**src/hw/gsp_regs.vh**
```
// Constants for the gripper status and picking block: byte offsets,
// field positions, encodings, reset values and re-grasp tuning.
// Assumes inclusion by bare name from the block's design files.
`ifndef GSP_REGS_VH
`define GSP_REGS_VH

// Command bank byte offsets (written by the controller)
`define GSP_CMD_ACTION 4'h0
`define GSP_CMD_TARGET 4'h3
`define GSP_CMD_SPEED 4'h4
`define GSP_CMD_FORCE 4'h5

// Status bank byte offsets (read by the controller)
`define GSP_STS_GRIPPER 4'h0
`define GSP_STS_RESERVED 4'h1
`define GSP_STS_FAULT 4'h2
`define GSP_STS_TARGET_ECHO 4'h3
`define GSP_STS_FINGER_POS 4'h4
`define GSP_STS_CURRENT 4'h5

// Field positions
`define GSP_MOVE_REQUEST_BIT 3
`define GSP_OBJ_LSB 6

// Object status encodings
`define GSP_OBJ_MOVING 2'h0
`define GSP_OBJ_CONTACT_OPEN 2'h1
`define GSP_OBJ_CONTACT_CLOSE 2'h2
`define GSP_OBJ_AT_TARGET 2'h3

// Reset values
`define GSP_RST_BYTE 8'h00
`define GSP_RST_OBJ 2'h0

// Force handling: zero request disables re-grasp and uses the floor limit
`define GSP_FORCE_OFF 8'h00
`define GSP_MIN_FORCE_LIMIT 8'h08

// Re-grasp automatic settings before capping by the last request
`define GSP_REGRASP_AUTO_SPEED 8'h40
`define GSP_REGRASP_AUTO_FORCE 8'hC0

`endif

```
**src/hw/gsp_cap.v**
```verilog
// Caps an automatically chosen setting at a requested ceiling.
// Assumes both operands are unsigned values of the same width.
`timescale 1ns/10ps

module gsp_cap #(
  parameter WIDTH = 8
) (
  // Values to compare
  input wire [WIDTH-1:0] i_auto,
  input wire [WIDTH-1:0] i_ceiling,
  // Capped result
  output wire [WIDTH-1:0] o_value
);

  // Never exceed the ceiling
  assign o_value = (i_auto > i_ceiling) ? i_ceiling : i_auto;

endmodule // gsp_cap

```
**src/hw/gsp_core.v**
```verilog
// Gripper picking control with status readback bytes.
// Assumes synchronous byte-wide command writes and status reads, an
// encoder position and a drive current sample updated in the same clock.
`timescale 1ns/10ps
`include "gsp_regs.vh"

// Overview of operation
// - Status byte three echoes last requested target, 00 open, FF closed.
// - Status byte four shows encoder finger position, 00 open, FF closed.
// - Status byte five shows instantaneous drive current, ten mA per count.
// - Force zero disables re-grasp with a fixed limit of 08; one to 255 enables it.
// - Re-grasp restarts closing on its own when a held object slips.
// - Re-grasp stops at the requested position even without an object.
// - Re-grasp picks its own force and speed, capped at requested values.
// - Object status clears whenever finger motion is detected, except at target.
// - Object status: 0 moving, 1 contact opening, 2 contact closing, 3 target.
// - After move request, status reads 08 while moving, 88 on closing contact.
// - Gripper status carries an echo of the move request bit.
// - Current above force limit stops fingers and flags object detection.
module gsp_core (
  // Clock, reset and enable
  input wire i_clock,
  input wire i_nrst,
  input wire i_clk_en,
  // Command byte write port
  input wire i_wr_en,
  input wire [3:0] i_wr_addr,
  input wire [7:0] i_wr_data,
  // Status byte read port
  input wire i_rd_en,
  input wire [3:0] i_rd_addr,
  output reg [7:0] o_rd_data,
  output reg o_rd_valid,
  // Drive feedback
  input wire [7:0] i_finger_position,
  input wire [7:0] i_drive_current,
  // Drive commands
  output reg o_motor_run,
  output reg o_motor_close,
  output reg [7:0] o_speed_cmd,
  output reg [7:0] o_current_limit
);

  // Motion states
  localparam ST_IDLE = 3'd0;
  localparam ST_MOVE = 3'd1;
  localparam ST_CONTACT_OPEN = 3'd2;
  localparam ST_CONTACT_CLOSE = 3'd3;
  localparam ST_AT_TARGET = 3'd4;
  localparam ST_REGRASP = 3'd5;

  // Command registers
  reg move_request_ff;
  reg [7:0] target_position_ff;
  reg [7:0] speed_setting_ff;
  reg [7:0] force_setting_ff;
  reg [7:0] target_echo_ff;
  // Feedback samples
  reg [7:0] finger_position_ff;
  reg [7:0] drive_current_ff;
  reg [7:0] prev_position_ff;
  // Motion and status
  reg [2:0] state_ff;
  reg [2:0] nxt_state;
  reg [1:0] object_status_ff;
  reg [1:0] nxt_object_status;
  reg nxt_motor_run;
  reg nxt_motor_close;
  reg [7:0] nxt_speed_cmd;
  reg [7:0] nxt_current_limit;
  reg [7:0] nxt_rd_data;

  wire regrasp_on;
  wire [7:0] force_limit;
  wire [7:0] regrasp_speed;
  wire [7:0] regrasp_force;
  wire at_target;
  wire need_close;
  wire over_limit;
  wire slipping;
  wire fingers_moved;
  wire target_write;
  wire go_write;
  wire start_move;

  // Force handling and re-grasp enable
  assign regrasp_on = (force_setting_ff != `GSP_FORCE_OFF);
  assign force_limit = regrasp_on ? force_setting_ff : `GSP_MIN_FORCE_LIMIT;

  // Re-grasp settings capped at the last requested values
  gsp_cap #(
    .WIDTH(8)
  ) u_cap_speed (
    .i_auto(`GSP_REGRASP_AUTO_SPEED),
    .i_ceiling(speed_setting_ff),
    .o_value(regrasp_speed)
  );

  gsp_cap #(
    .WIDTH(8)
  ) u_cap_force (
    .i_auto(`GSP_REGRASP_AUTO_FORCE),
    .i_ceiling(force_limit),
    .o_value(regrasp_force)
  );

  // Motion conditions from sampled feedback
  assign at_target = (finger_position_ff == target_position_ff);
  assign need_close = (target_position_ff > finger_position_ff);
  assign over_limit = (drive_current_ff > o_current_limit);
  // Grip lost: current falls well below the hold limit while holding
  assign slipping = (drive_current_ff < {1'b0, force_limit[7:1]});
  assign fingers_moved = (finger_position_ff != prev_position_ff);

  // Command writes that start a new motion
  assign target_write = i_wr_en && (i_wr_addr == `GSP_CMD_TARGET);
  assign go_write = i_wr_en && (i_wr_addr == `GSP_CMD_ACTION) &&
                    i_wr_data[`GSP_MOVE_REQUEST_BIT] && !move_request_ff;
  assign start_move = go_write || (target_write && move_request_ff);

  // Command bank and target echo; other status bytes live elsewhere and take no writes
  always @(posedge i_clock) begin
    if (!i_nrst) begin
      move_request_ff <= 1'b0;
      target_position_ff <= `GSP_RST_BYTE;
      speed_setting_ff <= `GSP_RST_BYTE;
      force_setting_ff <= `GSP_RST_BYTE;
      target_echo_ff <= `GSP_RST_BYTE;
    end else if (i_clk_en && i_wr_en) begin
      case (i_wr_addr)
        `GSP_CMD_ACTION: begin
          move_request_ff <= i_wr_data[`GSP_MOVE_REQUEST_BIT];
        end
        `GSP_CMD_TARGET: begin
          target_position_ff <= i_wr_data;
          target_echo_ff <= i_wr_data;
        end
        `GSP_CMD_SPEED: begin
          speed_setting_ff <= i_wr_data;
        end
        `GSP_CMD_FORCE: begin
          force_setting_ff <= i_wr_data;
        end
        default: begin
          move_request_ff <= move_request_ff;
        end
      endcase
    end
  end

  // Feedback sampling
  always @(posedge i_clock) begin
    if (!i_nrst) begin
      finger_position_ff <= `GSP_RST_BYTE;
      drive_current_ff <= `GSP_RST_BYTE;
      prev_position_ff <= `GSP_RST_BYTE;
    end else if (i_clk_en) begin
      finger_position_ff <= i_finger_position;
      drive_current_ff <= i_drive_current;
      prev_position_ff <= finger_position_ff;
    end
  end

  // Motion state machine and drive commands
  always @* begin
    nxt_state = state_ff;
    nxt_motor_run = 1'b0;
    nxt_motor_close = o_motor_close;
    nxt_speed_cmd = speed_setting_ff;
    nxt_current_limit = force_limit;
    case (state_ff)
      ST_IDLE: begin
        if (start_move) begin
          nxt_state = ST_MOVE;
        end
      end
      ST_MOVE: begin
        if (at_target) begin
          nxt_state = ST_AT_TARGET;
        end else if (over_limit) begin
          nxt_state = o_motor_close ? ST_CONTACT_CLOSE : ST_CONTACT_OPEN;
        end else begin
          nxt_motor_run = 1'b1;
          nxt_motor_close = need_close;
        end
      end
      ST_CONTACT_CLOSE: begin
        if (regrasp_on && slipping) begin
          nxt_state = ST_REGRASP;
        end
      end
      ST_CONTACT_OPEN: begin
        nxt_state = ST_CONTACT_OPEN;
      end
      ST_AT_TARGET: begin
        nxt_state = ST_AT_TARGET;
      end
      ST_REGRASP: begin
        nxt_speed_cmd = regrasp_speed;
        nxt_current_limit = regrasp_force;
        if (at_target || !need_close) begin
          nxt_state = ST_AT_TARGET;
        end else if (over_limit) begin
          nxt_state = ST_CONTACT_CLOSE;
        end else begin
          nxt_motor_run = 1'b1;
          nxt_motor_close = 1'b1;
        end
      end
      default: begin
        nxt_state = ST_IDLE;
      end
    endcase
    // A new request restarts, a cleared request stops
    if (!move_request_ff && !go_write) begin
      nxt_state = ST_IDLE;
      nxt_motor_run = 1'b0;
    end else if (start_move && state_ff != ST_IDLE) begin
      nxt_state = ST_MOVE;
    end
  end

  // Object status from state, cleared while fingers move unless at target
  always @* begin
    case (nxt_state)
      ST_CONTACT_OPEN: begin
        nxt_object_status = `GSP_OBJ_CONTACT_OPEN;
      end
      ST_CONTACT_CLOSE: begin
        nxt_object_status = `GSP_OBJ_CONTACT_CLOSE;
      end
      ST_AT_TARGET: begin
        nxt_object_status = `GSP_OBJ_AT_TARGET;
      end
      default: begin
        nxt_object_status = `GSP_OBJ_MOVING;
      end
    endcase
    if (fingers_moved && nxt_state != ST_AT_TARGET) begin
      nxt_object_status = `GSP_OBJ_MOVING;
    end
  end

  // Motion registers
  always @(posedge i_clock) begin
    if (!i_nrst) begin
      state_ff <= ST_IDLE;
      object_status_ff <= `GSP_RST_OBJ;
      o_motor_run <= 1'b0;
      o_motor_close <= 1'b0;
      o_speed_cmd <= `GSP_RST_BYTE;
      o_current_limit <= `GSP_MIN_FORCE_LIMIT;
    end else if (i_clk_en) begin
      state_ff <= nxt_state;
      object_status_ff <= nxt_object_status;
      o_motor_run <= nxt_motor_run;
      o_motor_close <= nxt_motor_close;
      o_speed_cmd <= nxt_speed_cmd;
      o_current_limit <= nxt_current_limit;
    end
  end

  // Status byte decode; unmapped bytes read zero
  always @* begin
    case (i_rd_addr)
      `GSP_STS_GRIPPER: begin
        nxt_rd_data = {object_status_ff, 2'h0, move_request_ff, 3'h0};
      end
      `GSP_STS_TARGET_ECHO: begin
        nxt_rd_data = target_echo_ff;
      end
      `GSP_STS_FINGER_POS: begin
        nxt_rd_data = finger_position_ff;
      end
      `GSP_STS_CURRENT: begin
        nxt_rd_data = drive_current_ff;
      end
      default: begin
        nxt_rd_data = `GSP_RST_BYTE;
      end
    endcase
  end

  // Registered read answer
  always @(posedge i_clock) begin
    if (!i_nrst) begin
      o_rd_data <= `GSP_RST_BYTE;
      o_rd_valid <= 1'b0;
    end else if (i_clk_en) begin
      o_rd_valid <= i_rd_en;
      if (i_rd_en) begin
        o_rd_data <= nxt_rd_data;
      end
    end
  end

endmodule // gsp_core

```
**config.mk**
```make
export PLATFORM = sky130hd
export DESIGN_NAME = gsp_core
export DESIGN_NICKNAME = d
export VERILOG_FILES = /design/src/hw/gsp_cap.v /design/src/hw/gsp_core.v
export VERILOG_INCLUDE_DIRS = /design/src /design/src/hw
export SDC_FILE = /design/constraint.sdc
export NUM_CORES = 1
export LEC_CHECK = 0
export BUFFER_PORTS_ARGS = -buffer_cell sky130_fd_sc_hd__buf_2
export CAP_MARGIN = 20
export CELL_PAD_IN_SITES_DETAIL_PLACEMENT = 2
export CELL_PAD_IN_SITES_GLOBAL_PLACEMENT = 2
export CORE_MARGIN = 2
export CORE_UTILIZATION = 35
export CTS_CLUSTER_DIAMETER = 30
export DETAILED_ROUTE_END_ITERATION = 16
export PLACE_DENSITY_LB_ADDON = 0.1
export REMOVE_ABC_BUFFERS = 1
export SLEW_MARGIN = 20
export SYNTH_ARGS = -nofsm -noshare
export SYNTH_HDL_FRONTEND = slang
export SYNTH_SLANG_ARGS = --single-unit
```
**constraint.sdc**
```tcl
create_clock -name i_clock -period 2.8 [get_ports i_clock]
set_input_delay 0.28 -clock i_clock [delete_from_list [all_inputs] [get_ports i_clock]]
set_output_delay 0.28 -clock i_clock [all_outputs]
set_load 0.01 [all_outputs]
```
==> flow_metrics.env <==
export IMPL_reg2reg_slack_ns=0.28
export IMPL_min_delay_path_depth=3
export IMPL_max_slew_margin_rel_pct=47.1
export IMPL_numCtsBuffers=9
export IMPL_maxSlewViolCount=0
export IMPL_max_clock_path_buffers=2
export IMPL_port_buffers=63
export IMPL_p_per_area_nw_per_um2=572
export IMPL_yosys_area_share_simple_pct=22.4
export IMPL_synthFlopType="dfxtp_1"
export IMPL_pre_cts_slack_ns=0.433
export IMPL_fin_nets=569
export IMPL_yosys_cell_types_count=62
export IMPL_ant_nets=0
export IMPL_clk_pin_slew_ns=0.07
export IMPL_grt_setup_unrepaired="false"
export IMPL_grt_pass1_vias=3834
export IMPL_vias=3461
export IMPL_dp_cells=646
export IMPL_netlist_area_um2=4230
export IMPL_synth_warnings=0
export IMPL_final_common_cell="dfxtp_1"
export IMPL_path_max_fanout=3
export IMPL_worst_slew_pin_slew_ns=0.791
export IMPL_gr_usage_all_layers_pct=20.6
export IMPL_drt_initial_drc_count=113
export IMPL_overflow=0
export IMPL_power_total_mw=2.90
export IMPL_drc=0
export IMPL_synth_top_family_by_area="simple AND/OR/NAND/NOR gates"
export IMPL_cp_end_kind="register"
export IMPL_final_instance_count_excl_fill=662
export IMPL_worstHoldStart="i_drive_current[2]"
export IMPL_synth_top_area_share_pct=38.3
export IMPL_synth_area_top_cells="dfxtp_1, mux2i_1, nor2b_1"
export IMPL_synth_edf_count=0
export IMPL_synth_fa_ha_area_share_pct=6.51
export IMPL_leakage_nw=2.09
export IMPL_design_area_um2=5060
export IMPL_post_drt_wl_per_cell_um=18.8
export IMPL_timing_rr_start="force_setting_ff[4]$_SDFFE_PN0P_"
export IMPL_crit_required_ns=3.03
export IMPL_ys_seq_area_share_pct=38.3
export IMPL_gp_congestion=0.777
export IMPL_post_cts_buffers=0
export IMPL_dp_hpwl_um=9320
export IMPL_hp_class="in2reg"
export IMPL_hold_path_end="drive_current_ff[2]$_SDFFE_PN0P_"
export IMPL_die_area_um2=13000
export IMPL_num_antenna_cells=0
export IMPL_ir_drop_mv=0.387
export IMPL_synth_compound_area_share_pct=14.5
export IMPL_cts_tree="yes"
export IMPL_start_util_pct=35.5
export IMPL_avgSynthCellArea_um2=9.46
export IMPL_fin_ws_ns=0.279
export IMPL_hold_buffers=0
export IMPL_drive_above_1_share_pct=21.0
export IMPL_ctsRootBufferMaster="clkbuf_16"
export IMPL_syn_to_final_growth_pct=19.7
export IMPL_max_freq_mhz=397
export IMPL_ctsHtreeMaxLevel=3
export IMPL_start_kind="register"
export IMPL_synthCells=447
export IMPL_fin_crit_sh_pct=90.0
export IMPL_muxShareOfSynthArea_pct=12.1
export IMPL_async_flop_share_pct=0
export IMPL_layout_common_cells="dfxtp_1, nor2b_1, buf_2"
export IMPL_ioPinCount=64
export IMPL_ys_seq_elements=81
export IMPL_clk_latency_ns=0.36
export IMPL_ff2ff_path_depth=11
export IMPL_max_cap_violations=0
export IMPL_ctsResizeCount=0
export IMPL_arrival_ns=2.75
export IMPL_synth_xor_area_share_pct=1.86
export IMPL_cts_sinks=81
export IMPL_critPathKind="reg2reg"
export IMPL_placed_area_um2=4720
export IMPL_grt_pass1_wl_um=20600
export IMPL_hold_violations=0
export IMPL_fp_dieW_um=114
export IMPL_first_pass_iters=4
export IMPL_fin_setup_tns_ns=0
export IMPL_core_area_um2=11900
export IMPL_antenna_found_initial=0
export IMPL_rows=40
export IMPL_post_route_min_period_ns=2.52
export IMPL_fin_skew_ns=0.00867
export IMPL_grt_max_degree=45
export IMPL_viasPerCell=5.23
export IMPL_n_fill_cell=1341
export IMPL_setup_viol=0
export IMPL_status="finished clean"
export IMPL_die_y_um=114
export IMPL_wl_um=12400
export IMPL_synth_top_area_cell="dfxtp_1"
export IMPL_r2r_end="object_status_ff[0]$_SDFFE_PN0P_"
[cells by family (layout without fill, tap and decap cells)]
kind of cell / count (synthesis) / in the layout
adders and majority gates: 22 / 22
xor gates and xnor gates: 9 / 9
and+or+nand+nor: 154 / 154
muxes: 51 / 51
buffers and inverters: 47 / 115
DFF: 81 / 81
AOI/OAI and AO/OA: 83 / 83
[worst max-delay path, cell delays in order (launching register included)]
cell and delay (ns):
dfxtp_1 0.35, nor4_2 0.45, a21oi_1 0.17, ha_1 0.30, o21ai_0 0.07, o21bai_1 0.15
a21oi_1 0.11, o221ai_2 0.20, nand2b_1 0.16, o211ai_2 0.12, o2111ai_1 0.23, o21ai_1 0.09
[Yosys cell counts (4+ instances only)]
library cell,count
buf_2,7
a22oi_1,5
nor2b_1,76
nand4_1,5
dfxtp_1,81
o22ai_1,4
inv_1,25
mux2i_1,51
o21ai_0,11
ha_1,22
a21oi_1,28
clkbuf_1,13
nand2b_1,4
nand2_1,22
xnor2_1,9
nor2_1,10
and2_1,12
[worst max path at each step]
stage | start | end | slack (ns) | cells past startpoint
floorplan | force_setting_ff[4]$_SDFFE_PN0P_ | object_status_ff[0]$_SDFFE_PN0P_ | 0.80 | 11
global placement | i_clk_en | speed_setting_ff[4]$_SDFFE_PN0P_ | 0.61 | 5
detailed placement | force_setting_ff[4]$_SDFFE_PN0P_ | object_status_ff[0]$_SDFFE_PN0P_ | 0.43 | 11
CTS | force_setting_ff[4]$_SDFFE_PN0P_ | object_status_ff[0]$_SDFFE_PN0P_ | 0.28 | 11
global route | force_setting_ff[4]$_SDFFE_PN0P_ | object_status_ff[0]$_SDFFE_PN0P_ | 0.18 | 11
finish | force_setting_ff[4]$_SDFFE_PN0P_ | object_status_ff[0]$_SDFFE_PN0P_ | 0.28 | 11
[layout make-up]
cell class	instances	area [um^2]	share of cell area, %
Clock buffer	11	243	4.80
Clock inverter	5	103	2.03
Inverter	26	97.6	1.93
Multi-Input combinational cell	319	2420	47.9
Sequential cell	81	1620	32.0
Tap cell	147	184	3.63
Timing Repair Buffer	73	390	7.71
[stage by stage]
stage                     util, %  hold slack (ns)
after floorplan                 -            0.359
after global placement       39.6            0.451
after detailed placement     39.6            0.465
after CTS                    42.5            0.189
after global routing         42.5            0.208
final                        42.5            0.187
[registers in the layout, indices dropped and copies added, names as in the netlist]
| name | count |
|---|---|
| o_rd_valid | 1 |
| o_motor_run | 1 |
| finger_position_ff | 8 |
| force_setting_ff | 8 |
| move_request_ff | 1 |
| drive_current_ff | 8 |
| o_motor_close | 1 |
| o_rd_data | 8 |
| target_echo_ff | 8 |
| o_current_limit | 8 |
| prev_position_ff | 8 |
| state_ff | 3 |
| object_status_ff | 2 |
| o_speed_cmd | 8 |
| speed_setting_ff | 8 |
[per-layer routing]
layer,GRT usage (%),wire length (um)
met5,0,0
met4,9.59,255
met3,3.24,316
met2,35.0,6050
met1,25.7,5790
[power by group]
part / total [mW] / internal (mW) / switching (mW)
clock network: 1.40 / 0.894 / 0.501
logic: 0.292 / 0.128 / 0.164
registers: 1.21 / 1.18 / 0.0306
Note: power is estimated with default switching activity, not from simulation.
